===== src/shared/url_params.svh =====
// register offsets, field positions, reset values and sample points of the
// receive line status block; assumes a 3-bit register address and 8-bit data
`ifndef URL_PARAMS_SVH
`define URL_PARAMS_SVH

// ----------------------------------------
// register offsets
// ----------------------------------------
`define URL_OFF_RXBUF 3'h0
`define URL_OFF_INTEN 3'h1
`define URL_OFF_FIFOCTL 3'h2
`define URL_OFF_FORMAT 3'h3
`define URL_OFF_STATUS 3'h5

// ----------------------------------------
// field positions and reset values
// ----------------------------------------
`define URL_ST_READY 0
`define URL_ST_OVERRUN 1
`define URL_ST_PARITY 2
`define URL_ST_STOP 3
`define URL_ST_BREAK 4
`define URL_FC_ENABLE 0
`define URL_FC_CLEAR 1
`define URL_IE_LINE 0
`define URL_FORMAT_RESET 8'h00
`define URL_INTEN_RESET 1'b0
`define URL_FIFOEN_RESET 1'b0

// ----------------------------------------
// 16x sample points within one bit
// ----------------------------------------
`define URL_MID_TICK 4'h7
`define URL_BIT_TICK 4'hf

`endif


===== src/shared/url_pkg.sv =====
// types shared by the receive line status block
// assumes nothing beyond a SystemVerilog compiler
package url_pkg;

	// receiver states, one-hot
	typedef enum logic [5:0] {
		URL_IDLE = 6'h01,
		URL_START = 6'h02,
		URL_DATA = 6'h04,
		URL_PAR = 6'h08,
		URL_STOP = 6'h10,
		URL_BRK = 6'h20
	} url_state_e;

	// one received character with its own error tags
	typedef struct packed {
		logic brk;
		logic bad_stop;
		logic par_bad;
		logic [7:0] data;
	} url_entry_s;

	// line format register layout
	typedef struct packed {
		logic div_access;
		logic brk_ctl;
		logic stick;
		logic even_sel;
		logic par_en;
		logic stop2;
		logic [1:0] len;
	} url_format_s;

endpackage


===== src/url_rx_line_status.sv =====
// receive side of an async serial port: deserialiser, receive fifo with
// per-character error tags, line status flags and line status interrupt
// assumes rx_tick16 is a one-cycle pulse at 16x baud, inputs synchronous
`timescale 1ns/1ps
`include "url_params.svh"

// Overview of operation
// - set data-ready once a whole character lands in holding register or fifo
// - data-ready clears when every held character has been read or the fifo is flushed
// - non-fifo: new character over unread one sets overrun, old one lost
// - overrun flag set on overrun, cleared by status register read
// - fifo overrun only when full and another character fully assembled
// - fifo overrun flagged at once; character dropped, fifo untouched
// - parity flag when received parity mismatches selected even or odd
// - parity flag set on detection, cleared by status register read
// - fifo mode: error tags travel with character, shown at fifo head
// - framing flag when first stop bit is sampled low
// - framing flag cleared by status register read
// - after framing error, low stop taken as start, sampled twice
// - break flag when input held low longer than one character time
// - break flag cleared by status register read
// - break loads one zero character, then waits for marking and new start
// - line status interrupt on overrun, parity, framing or break if enabled
// - only the first stop bit is checked for framing
// - even-select 0 expects odd parity, 1 expects even, when enabled
module url_rx_line_status #(
	parameter int DEPTH = 16
) (
	input wire logic core_clk,
	input wire logic resetn,
	input wire logic [2:0] bus_addr,
	input wire logic [7:0] bus_wdata,
	input wire logic bus_wr,
	input wire logic bus_rd,
	output logic [7:0] bus_rdata,
	input wire logic rx_tick16,
	input wire logic serial_rx_input,
	output logic rx_char_waiting,
	output logic rx_line_irq
);

	localparam int PW = $clog2(DEPTH);
	localparam int CW = $clog2(DEPTH + 1);

	// ----------------------------------------
	// declarations
	// ----------------------------------------
	url_pkg::url_state_e state;
	url_pkg::url_format_s fmt;
	url_pkg::url_entry_s push_entry;
	url_pkg::url_entry_s head;
	url_pkg::url_entry_s mem [DEPTH];
	logic [3:0] tick_cnt;
	logic [2:0] bit_idx;
	logic [2:0] last_idx;
	logic [7:0] shift;
	logic [7:0] aligned;
	logic par_acc;
	logic par_err;
	logic all_low;
	logic push_req;
	logic line_ie;
	logic fifo_en;
	logic [PW-1:0] wr_ptr;
	logic [PW-1:0] rd_ptr;
	logic [CW-1:0] count;
	logic full;
	logic pop;
	logic push_acc;
	logic over_wr;
	logic overrun;
	logic fifo_clr;
	logic head_fresh;
	logic lsr_rd;
	logic oe_flag;
	logic pe_flag;
	logic fe_flag;
	logic bi_flag;

	// ----------------------------------------
	// bus decode
	// ----------------------------------------
	assign lsr_rd = bus_rd && (bus_addr == `URL_OFF_STATUS);
	assign pop = bus_rd && (bus_addr == `URL_OFF_RXBUF) && (count != '0);
	// leaving or entering fifo mode flushes, as does the clear bit
	assign fifo_clr = bus_wr && (bus_addr == `URL_OFF_FIFOCTL) &&
		(bus_wdata[`URL_FC_CLEAR] || (bus_wdata[`URL_FC_ENABLE] != fifo_en));

	// ----------------------------------------
	// control registers
	// ----------------------------------------
	always_ff @(posedge core_clk or negedge resetn) begin
		if (!resetn) begin
			fmt <= `URL_FORMAT_RESET;
			line_ie <= `URL_INTEN_RESET;
			fifo_en <= `URL_FIFOEN_RESET;
		end else if (bus_wr) begin
			case (bus_addr)
				`URL_OFF_FORMAT: fmt <= bus_wdata;
				`URL_OFF_INTEN: line_ie <= bus_wdata[`URL_IE_LINE];
				`URL_OFF_FIFOCTL: fifo_en <= bus_wdata[`URL_FC_ENABLE];
				default: ;
			endcase
		end
	end

	// ----------------------------------------
	// deserialiser
	// ----------------------------------------
	assign last_idx = 3'h4 + {1'b0, fmt.len};
	// characters shorter than 8 bits arrive lsb first, so shift down
	assign aligned = shift >> (2'h3 - fmt.len);

	// one state update per 16x tick; framing only on first stop bit
	always_ff @(posedge core_clk or negedge resetn) begin
		if (!resetn) begin
			state <= url_pkg::URL_IDLE;
			tick_cnt <= 4'h0;
			bit_idx <= 3'h0;
			shift <= 8'h00;
			par_acc <= 1'b0;
			par_err <= 1'b0;
			all_low <= 1'b0;
			push_req <= 1'b0;
			push_entry <= '0;
		end else begin
			push_req <= 1'b0;
			if (rx_tick16) begin
				case (state)
					url_pkg::URL_IDLE: begin
						if (!serial_rx_input) begin
							state <= url_pkg::URL_START;
							tick_cnt <= 4'h0;
						end
					end
					url_pkg::URL_START: begin
						// mid-bit check rejects glitches as false starts
						if (tick_cnt == `URL_MID_TICK) begin
							tick_cnt <= 4'h0;
							bit_idx <= 3'h0;
							par_acc <= 1'b0;
							par_err <= 1'b0;
							all_low <= 1'b1;
							state <= serial_rx_input ? url_pkg::URL_IDLE : url_pkg::URL_DATA;
						end else begin
							tick_cnt <= tick_cnt + 4'h1;
						end
					end
					url_pkg::URL_DATA: begin
						if (tick_cnt == `URL_BIT_TICK) begin
							tick_cnt <= 4'h0;
							shift <= {serial_rx_input, shift[7:1]};
							par_acc <= par_acc ^ serial_rx_input;
							all_low <= all_low & ~serial_rx_input;
							bit_idx <= bit_idx + 3'h1;
							if (bit_idx == last_idx) begin
								state <= fmt.par_en ? url_pkg::URL_PAR : url_pkg::URL_STOP;
							end
						end else begin
							tick_cnt <= tick_cnt + 4'h1;
						end
					end
					url_pkg::URL_PAR: begin
						if (tick_cnt == `URL_BIT_TICK) begin
							tick_cnt <= 4'h0;
							all_low <= all_low & ~serial_rx_input;
							state <= url_pkg::URL_STOP;
							if (fmt.stick) begin
								par_err <= (serial_rx_input == fmt.even_sel);
							end else begin
								par_err <= (par_acc ^ serial_rx_input) ^ ~fmt.even_sel;
							end
						end else begin
							tick_cnt <= tick_cnt + 4'h1;
						end
					end
					url_pkg::URL_STOP: begin
						if (tick_cnt == `URL_BIT_TICK) begin
							tick_cnt <= 4'h0;
							push_req <= 1'b1;
							push_entry.data <= aligned;
							push_entry.par_bad <= par_err;
							push_entry.bad_stop <= ~serial_rx_input;
							// whole frame low, stop included, is a break
							push_entry.brk <= all_low & ~serial_rx_input;
							if (serial_rx_input) begin
								state <= url_pkg::URL_IDLE;
							end else if (all_low) begin
								state <= url_pkg::URL_BRK;
							end else begin
								// low stop taken as next start, checked once more
								state <= url_pkg::URL_START;
							end
						end else begin
							tick_cnt <= tick_cnt + 4'h1;
						end
					end
					url_pkg::URL_BRK: begin
						// no characters until line returns to marking
						if (serial_rx_input) begin
							state <= url_pkg::URL_IDLE;
						end
					end
					default: state <= url_pkg::URL_IDLE;
				endcase
			end
		end
	end

	// ----------------------------------------
	// receive fifo (depth 1 in holding register mode)
	// ----------------------------------------
	assign full = fifo_en ? (count == CW'(DEPTH)) : (count != '0);
	assign push_acc = push_req && (!full || pop);
	assign overrun = push_req && full && !pop;
	// holding mode replaces the unread character; fifo mode drops the new one
	assign over_wr = overrun && !fifo_en;
	assign head = mem[rd_ptr];

	// storage needs no reset; empty slots are never shown
	always_ff @(posedge core_clk) begin
		if (push_acc) begin
			mem[wr_ptr] <= push_entry;
		end else if (over_wr) begin
			mem[rd_ptr] <= push_entry;
		end
	end

	// pointers and fill count
	always_ff @(posedge core_clk or negedge resetn) begin
		if (!resetn) begin
			wr_ptr <= '0;
			rd_ptr <= '0;
			count <= '0;
		end else if (fifo_clr) begin
			wr_ptr <= '0;
			rd_ptr <= '0;
			count <= '0;
		end else begin
			if (push_acc) begin
				wr_ptr <= (wr_ptr == PW'(DEPTH - 1)) ? '0 : wr_ptr + PW'(1);
			end
			if (pop) begin
				rd_ptr <= (rd_ptr == PW'(DEPTH - 1)) ? '0 : rd_ptr + PW'(1);
			end
			if (push_acc && !pop) begin
				count <= count + CW'(1);
			end else if (pop && !push_acc) begin
				count <= count - CW'(1);
			end
		end
	end

	// a new character reached the head; its tags show one cycle later
	always_ff @(posedge core_clk or negedge resetn) begin
		if (!resetn) begin
			head_fresh <= 1'b0;
		end else begin
			head_fresh <= !fifo_clr && ((push_acc && (count == '0 ||
				(pop && count == CW'(1)))) || (pop && count > CW'(1)) || over_wr);
		end
	end

	// ----------------------------------------
	// status flags: set beats the clearing read
	// ----------------------------------------
	always_ff @(posedge core_clk or negedge resetn) begin
		if (!resetn) begin
			oe_flag <= 1'b0;
		end else if (overrun) begin
			oe_flag <= 1'b1;
		end else if (lsr_rd) begin
			oe_flag <= 1'b0;
		end
	end

	// error tags of the head character
	always_ff @(posedge core_clk or negedge resetn) begin
		if (!resetn) begin
			pe_flag <= 1'b0;
			fe_flag <= 1'b0;
			bi_flag <= 1'b0;
		end else begin
			pe_flag <= (head_fresh && head.par_bad) || (pe_flag && !lsr_rd);
			fe_flag <= (head_fresh && head.bad_stop) || (fe_flag && !lsr_rd);
			bi_flag <= (head_fresh && head.brk) || (bi_flag && !lsr_rd);
		end
	end

	assign rx_char_waiting = (count != '0);
	assign rx_line_irq = line_ie && (oe_flag || pe_flag || fe_flag || bi_flag);

	// ----------------------------------------
	// read data, one cycle after the strobe
	// ----------------------------------------
	always_ff @(posedge core_clk or negedge resetn) begin
		if (!resetn) begin
			bus_rdata <= 8'h00;
		end else if (bus_rd) begin
			case (bus_addr)
				`URL_OFF_RXBUF: bus_rdata <= (count != '0) ? head.data : 8'h00;
				`URL_OFF_INTEN: bus_rdata <= {7'h00, line_ie};
				`URL_OFF_FORMAT: bus_rdata <= fmt;
				// pre-read values; clearing lands on the same edge
				`URL_OFF_STATUS: bus_rdata <= {3'h0, bi_flag, fe_flag, pe_flag,
					oe_flag, rx_char_waiting};
				default: bus_rdata <= 8'h00;
			endcase
		end else begin
			bus_rdata <= 8'h00;
		end
	end

	// ----------------------------------------
	// assertions
	// ----------------------------------------
	dr_set_a: assert property (@(posedge core_clk) disable iff (!resetn)
		push_acc && !fifo_clr |=> rx_char_waiting)
		else $error("data ready not set after character stored");

	dr_clear_a: assert property (@(posedge core_clk) disable iff (!resetn)
		pop && count == CW'(1) && !push_acc |=> !rx_char_waiting)
		else $error("data ready still set after last character read");

	hold_overrun_a: assert property (@(posedge core_clk) disable iff (!resetn)
		push_req && !fifo_en && count != '0 && !pop && !fifo_clr
		|=> oe_flag && count == CW'(1))
		else $error("holding register overrun not flagged");

	fifo_drop_a: assert property (@(posedge core_clk) disable iff (!resetn)
		push_req && fifo_en && full && !pop && !fifo_clr
		|=> oe_flag && count == $past(count) && wr_ptr == $past(wr_ptr))
		else $error("fifo overrun wrote into full fifo or went unflagged");

	no_early_ovr_a: assert property (@(posedge core_clk) disable iff (!resetn)
		!oe_flag && fifo_en && count < CW'(DEPTH) && !lsr_rd |=> !oe_flag)
		else $error("overrun raised while fifo not full");

	status_clear_a: assert property (@(posedge core_clk) disable iff (!resetn)
		lsr_rd && !overrun && !head_fresh
		|=> !oe_flag && !pe_flag && !fe_flag && !bi_flag
		&& bus_rdata[`URL_ST_OVERRUN] == $past(oe_flag))
		else $error("status read did not report then clear flags");

	parity_tag_a: assert property (@(posedge core_clk) disable iff (!resetn)
		head_fresh && head.par_bad |=> pe_flag ##1 (pe_flag || $past(lsr_rd)))
		else $error("parity tag of head character not shown");

	resync_a: assert property (@(posedge core_clk) disable iff (!resetn)
		rx_tick16 && state == url_pkg::URL_STOP && tick_cnt == `URL_BIT_TICK
		&& !serial_rx_input && !all_low |=> state == url_pkg::URL_START && tick_cnt == 4'h0)
		else $error("no resync after framing error");

	break_hold_a: assert property (@(posedge core_clk) disable iff (!resetn)
		state == url_pkg::URL_BRK |=> !push_req)
		else $error("character accepted during break");

	irq_overrun_a: assert property (@(posedge core_clk) disable iff (!resetn)
		overrun && line_ie && !(bus_wr && bus_addr == `URL_OFF_INTEN) |=> rx_line_irq)
		else $error("line status interrupt missing after overrun");

endmodule

===== config.mk =====
export PLATFORM = sky130hd
export DESIGN_NAME = url_rx_line_status
export DESIGN_NICKNAME = d
export VERILOG_FILES = /design/src/shared/url_pkg.sv /design/src/url_rx_line_status.sv
export VERILOG_INCLUDE_DIRS = /design/src /design/src/shared
export SDC_FILE = /design/constraint.sdc
export NUM_CORES = 1
export LEC_CHECK = 0
export BUFFER_PORTS_ARGS = -buffer_cell sky130_fd_sc_hd__buf_2
export CAP_MARGIN = 20
export CORE_AREA = 2 2 141 143
export DETAILED_ROUTE_END_ITERATION = 7
export DIE_AREA = 0 0 143 145
export PLACE_DENSITY = 0.75
export SLEW_MARGIN = 5
export SYNTH_ARGS = -nofsm -noshare
export SYNTH_HDL_FRONTEND = slang
export SYNTH_SLANG_ARGS = --single-unit
export TNS_END_PERCENT = 100

===== constraint.sdc =====
create_clock -name core_clk -period 2.47 [get_ports core_clk]
set_input_delay 0.247 -clock core_clk [delete_from_list [all_inputs] [get_ports core_clk]]
set_output_delay 0.247 -clock core_clk [all_outputs]
set_load 0.1 [all_outputs]

==> impl_metrics.ini <==
[run_status]
status = complete, but fails checks
failed_checks = negative setup slack

[pwr]
vdd_drop_max_uv = 631.9
power_per_cell_area_nw_per_um2 = 916.4
swShare = 0.2907
p_switching_uw = 3430
clkPwrFrac = 0.341
leakage_uw = 0.004564
pwr-share-seq = 0.410
power.internal_uw = 8368
combPwrFrac = 0.249

[clocking]
cts_buffer_depth = 3
cts_sinks = 248
cts.clk_slew.worst_paths_ns = 0.06
cts_root_buf = clkbuf_16
cts_tree = done
numCtsBuffers = 26
cts_htree_levels = 1
worstSkewPairLatency_ns = 0.55

[layout]
fin_nets = 780
fillerInstances = 1224
antenna_cells = 0
final_cells = 1041
final_core_util = 0.6702
syn2layout_area_growth_pct = 20.86
drive_above_1_share = 0.3235

[setup_path]
slowest_delay_ns = 0.53
crit_start = count[1]
cpMaxStageDelayCell = or4_4
crit_path_end_kind = register
r2r-start = count[1]
startpoint_type = register
worst-path-max-fanout = 11
cp.required_ns = 2.71
r2r_slack_ns = -0.06
critical_path_class = reg -> reg
critical_path_arrival_ns = 2.77
crit_top_cell = buf_12
critical_path.cell_chain = inv_2 -> ha_4 -> nor4b_4 -> or4_4 -> buf_12 -> nor3b_4 -> a31oi_4 -> buf_6 -> nor2_4 -> buf_12

[synth]
synth_compound_area_frac = 0.06813
synth_flop_cell = edfxtp_1
synth_top_family_by_area = multiplexers
synth-simple-area-share = 0.07682
netlist_top_cells_count = edfxtp_1, dfrtp_1, mux4_2
synthAdderAreaFrac = 0.008223
syn_area_per_cell_um2 = 15.83
synth.distinct_cells = 70
synth_area_leaders = edfxtp_1, dfrtp_1, mux4_2, mux2_2, mux2i_1
synth_warnings = 0
synth_top_area_cell = edfxtp_1
synth_seq_cells = 248
async_reset_ff_frac = 0.2903
synth_top_area_frac = 0.4962
synth_cells = 673
synth_xor_area_frac = 0.009045
yosysSeqAreaShare = 0.6655
syn-cell-area_um2 = 10650
synth_edf_count = 176
yosysMostFrequentCell = edfxtp_1
synthMuxAreaShare = 0.1521
synth_fp_nets = 697

[timing]
setup_viol = 33
post-route-min-period_ns = 2.532
drv_slew = 0
fmax_mhz = 394.9
hold_violations = 0
fin_crit_sh = 1.025
worst_slack_ns = -0.06247
relSlewSlack = 0.3662
tightestPinTransition_ns = 0.9507
rsz0062_at_grt = yes
skew_ns = 0.02602

[floorplan]
coreArea_um2 = 19210
die_h_um = 145
die-area_um2 = 20740
initial_core_util = 0.5546
rows = 51
die_width_um = 143
io_pins = 27

[drt]
ant_nets = 0
avgRoutedWirePerCell_um = 24.21
via_per_inst = 6.228
routed-via-count = 6483
drcViolationCount = 0
first_pass_iters = 7
drt_iter0_drc = 671
wl_mm = 25.20

[hold_path]
min_path_type = in -> reg
hp-start = bus_wdata[0]

[run]
maxCapViolCount = 0

[placed_design]
dp.cells = 972
gp_congestion = 0.8778
hpwl_mm = 15.69
io_buffers = 26

[global_routing]
grt_pass1_wl_mm = 37.94
grt_max_degree = 73
overflow = 0
grt_pass1_vias = 6455
grt_usage = 0.2405
antenna_found_initial = 0
==> through the flow <==
stage | power, uW | TNS [ns] | hold slack (ns) | cell area (um2) | setup WS [ns]
4_1_cts | 11720 | -0.008304 | 0.04685 | 12620 | -0.002069
5_1_grt | 12240 | -5.483 | 0.06299 | 12870 | -0.1208
6_report | 11800 | -1.229 | 0.06670 | 12870 | -0.06247
2_1_floorplan | 6926 | -7.393 | -0.04859 | 10710 | -0.06462
3_5_place_dp | 7701 | -20.43 | 0.4473 | 11450 | -0.2137
3_3_place_gp | 7617 | -7.555 | 0.4315 | 11450 | -0.1197
==> kinds of logic after synthesis <==
group,count (synthesis)
flops,248
simple gates,147
compound gates,112
mux,101
buf+inv,47
xor+xnor,11
fa+ha+maj,7
==> metal layers <==
metal,global-route usage,part of all wire
met3,0.03993,0.075
met4,0.09356,0.038
met5,0,0
met2,0.3727,0.49
met1,0.3449,0.40
==> layout by cell type, fill, tap and decap left out, drive strengths merged, types with 3 or more instances in the layout <==
cell type / netlist / layout
edfxtp: 176 / 176
buf: 22 / 78
dfrtp: 71 / 71
mux4: 44 / 44
nor2: 42 / 43
o21ai: 39 / 39
nand2: 37 / 37
clkbuf: 12 / 34
mux2: 32 / 32
mux2i: 25 / 25
a21oi: 22 / 22
inv: 13 / 15
nand3: 12 / 12
a31oi: 10 / 10
nor3: 9 / 9
clkinv: 0 / 9
dlygate4sd3: 0 / 8
nor2b: 7 / 7
a22oi: 7 / 7
ha: 7 / 7
nand2b: 6 / 6
xnor2: 6 / 6
o22a: 6 / 6
or3: 5 / 5
xor2: 5 / 5
a21o: 4 / 4
a211oi: 4 / 4
and3: 4 / 4
o22ai: 3 / 3
o211ai: 3 / 3
bufinv: 0 / 3
nor4b: 3 / 3
or4: 3 / 3
nor3b: 3 / 3
or2: 3 / 3
==> cell type report <==
| cell class | instances | area [um2] | share of cell area |
|---|---|---|---|
| timing repair buffer | 88 | 852.1 | 0.06619 |
| clock inverter | 16 | 182.7 | 0.01419 |
| inverter | 13 | 48.80 | 0.003790 |
| clock buffer | 32 | 714.4 | 0.05550 |
| sequential | 248 | 7091 | 0.5508 |
| multi-input combinational | 379 | 3654 | 0.2838 |
| tap | 265 | 331.6 | 0.02576 |
==> registers in the layout, summed over array words and instances, names as in the netlist, 3 cells and up <==
register and count:
push_entry 11, bit_idx 3, tick_cnt 4, state 6
rd_ptr 4, count 5, shift 8, wr_ptr 4
mem 176, bus_rdata 8, fmt 8
==> power by group through the flow <==
stage               Sequential [uW]  Combinational (uW)  Clock [uW]
finish                         4840                2940        4020
global route                   4870                3140        4240
CTS                            4830                2840        4050
floorplan                      4880                2040           0
global placement               4890                2730           0
detailed placement             4910                2800           0
==> what timing repair did <==
item                                    CTS  global route
pin swaps                                 6             4
buffers inserted                          3             7
cloned                                    0             3
endpoints found under the setup margin  176           176
endpoints found under the hold margin    78             0
hold buffers                              8             0
resized for setup                        25            23
==> worst max-delay path, delay by kind of cell (launching register included) <==
family	cells	cell delay, ns
compound gates	1	0.09
fa+ha+maj	1	0.16
buf+inv	4	0.57
flops	1	0.37
simple gates	4	1.04
==> path summary, 6_finish.rpt <==
kind	endpoint	cells past startpoint
worst max-delay path	mem[2][5]	10
worst max register to register	mem[2][5]	10
worst min register to register	bus_rdata[7]	1
min in group asynchronous	tick_cnt[1]	2
max in group asynchronous	rd_ptr[0]	2
worst min-delay path	fmt[0]	2
Note: power is estimated with default switching activity, not from simulation.
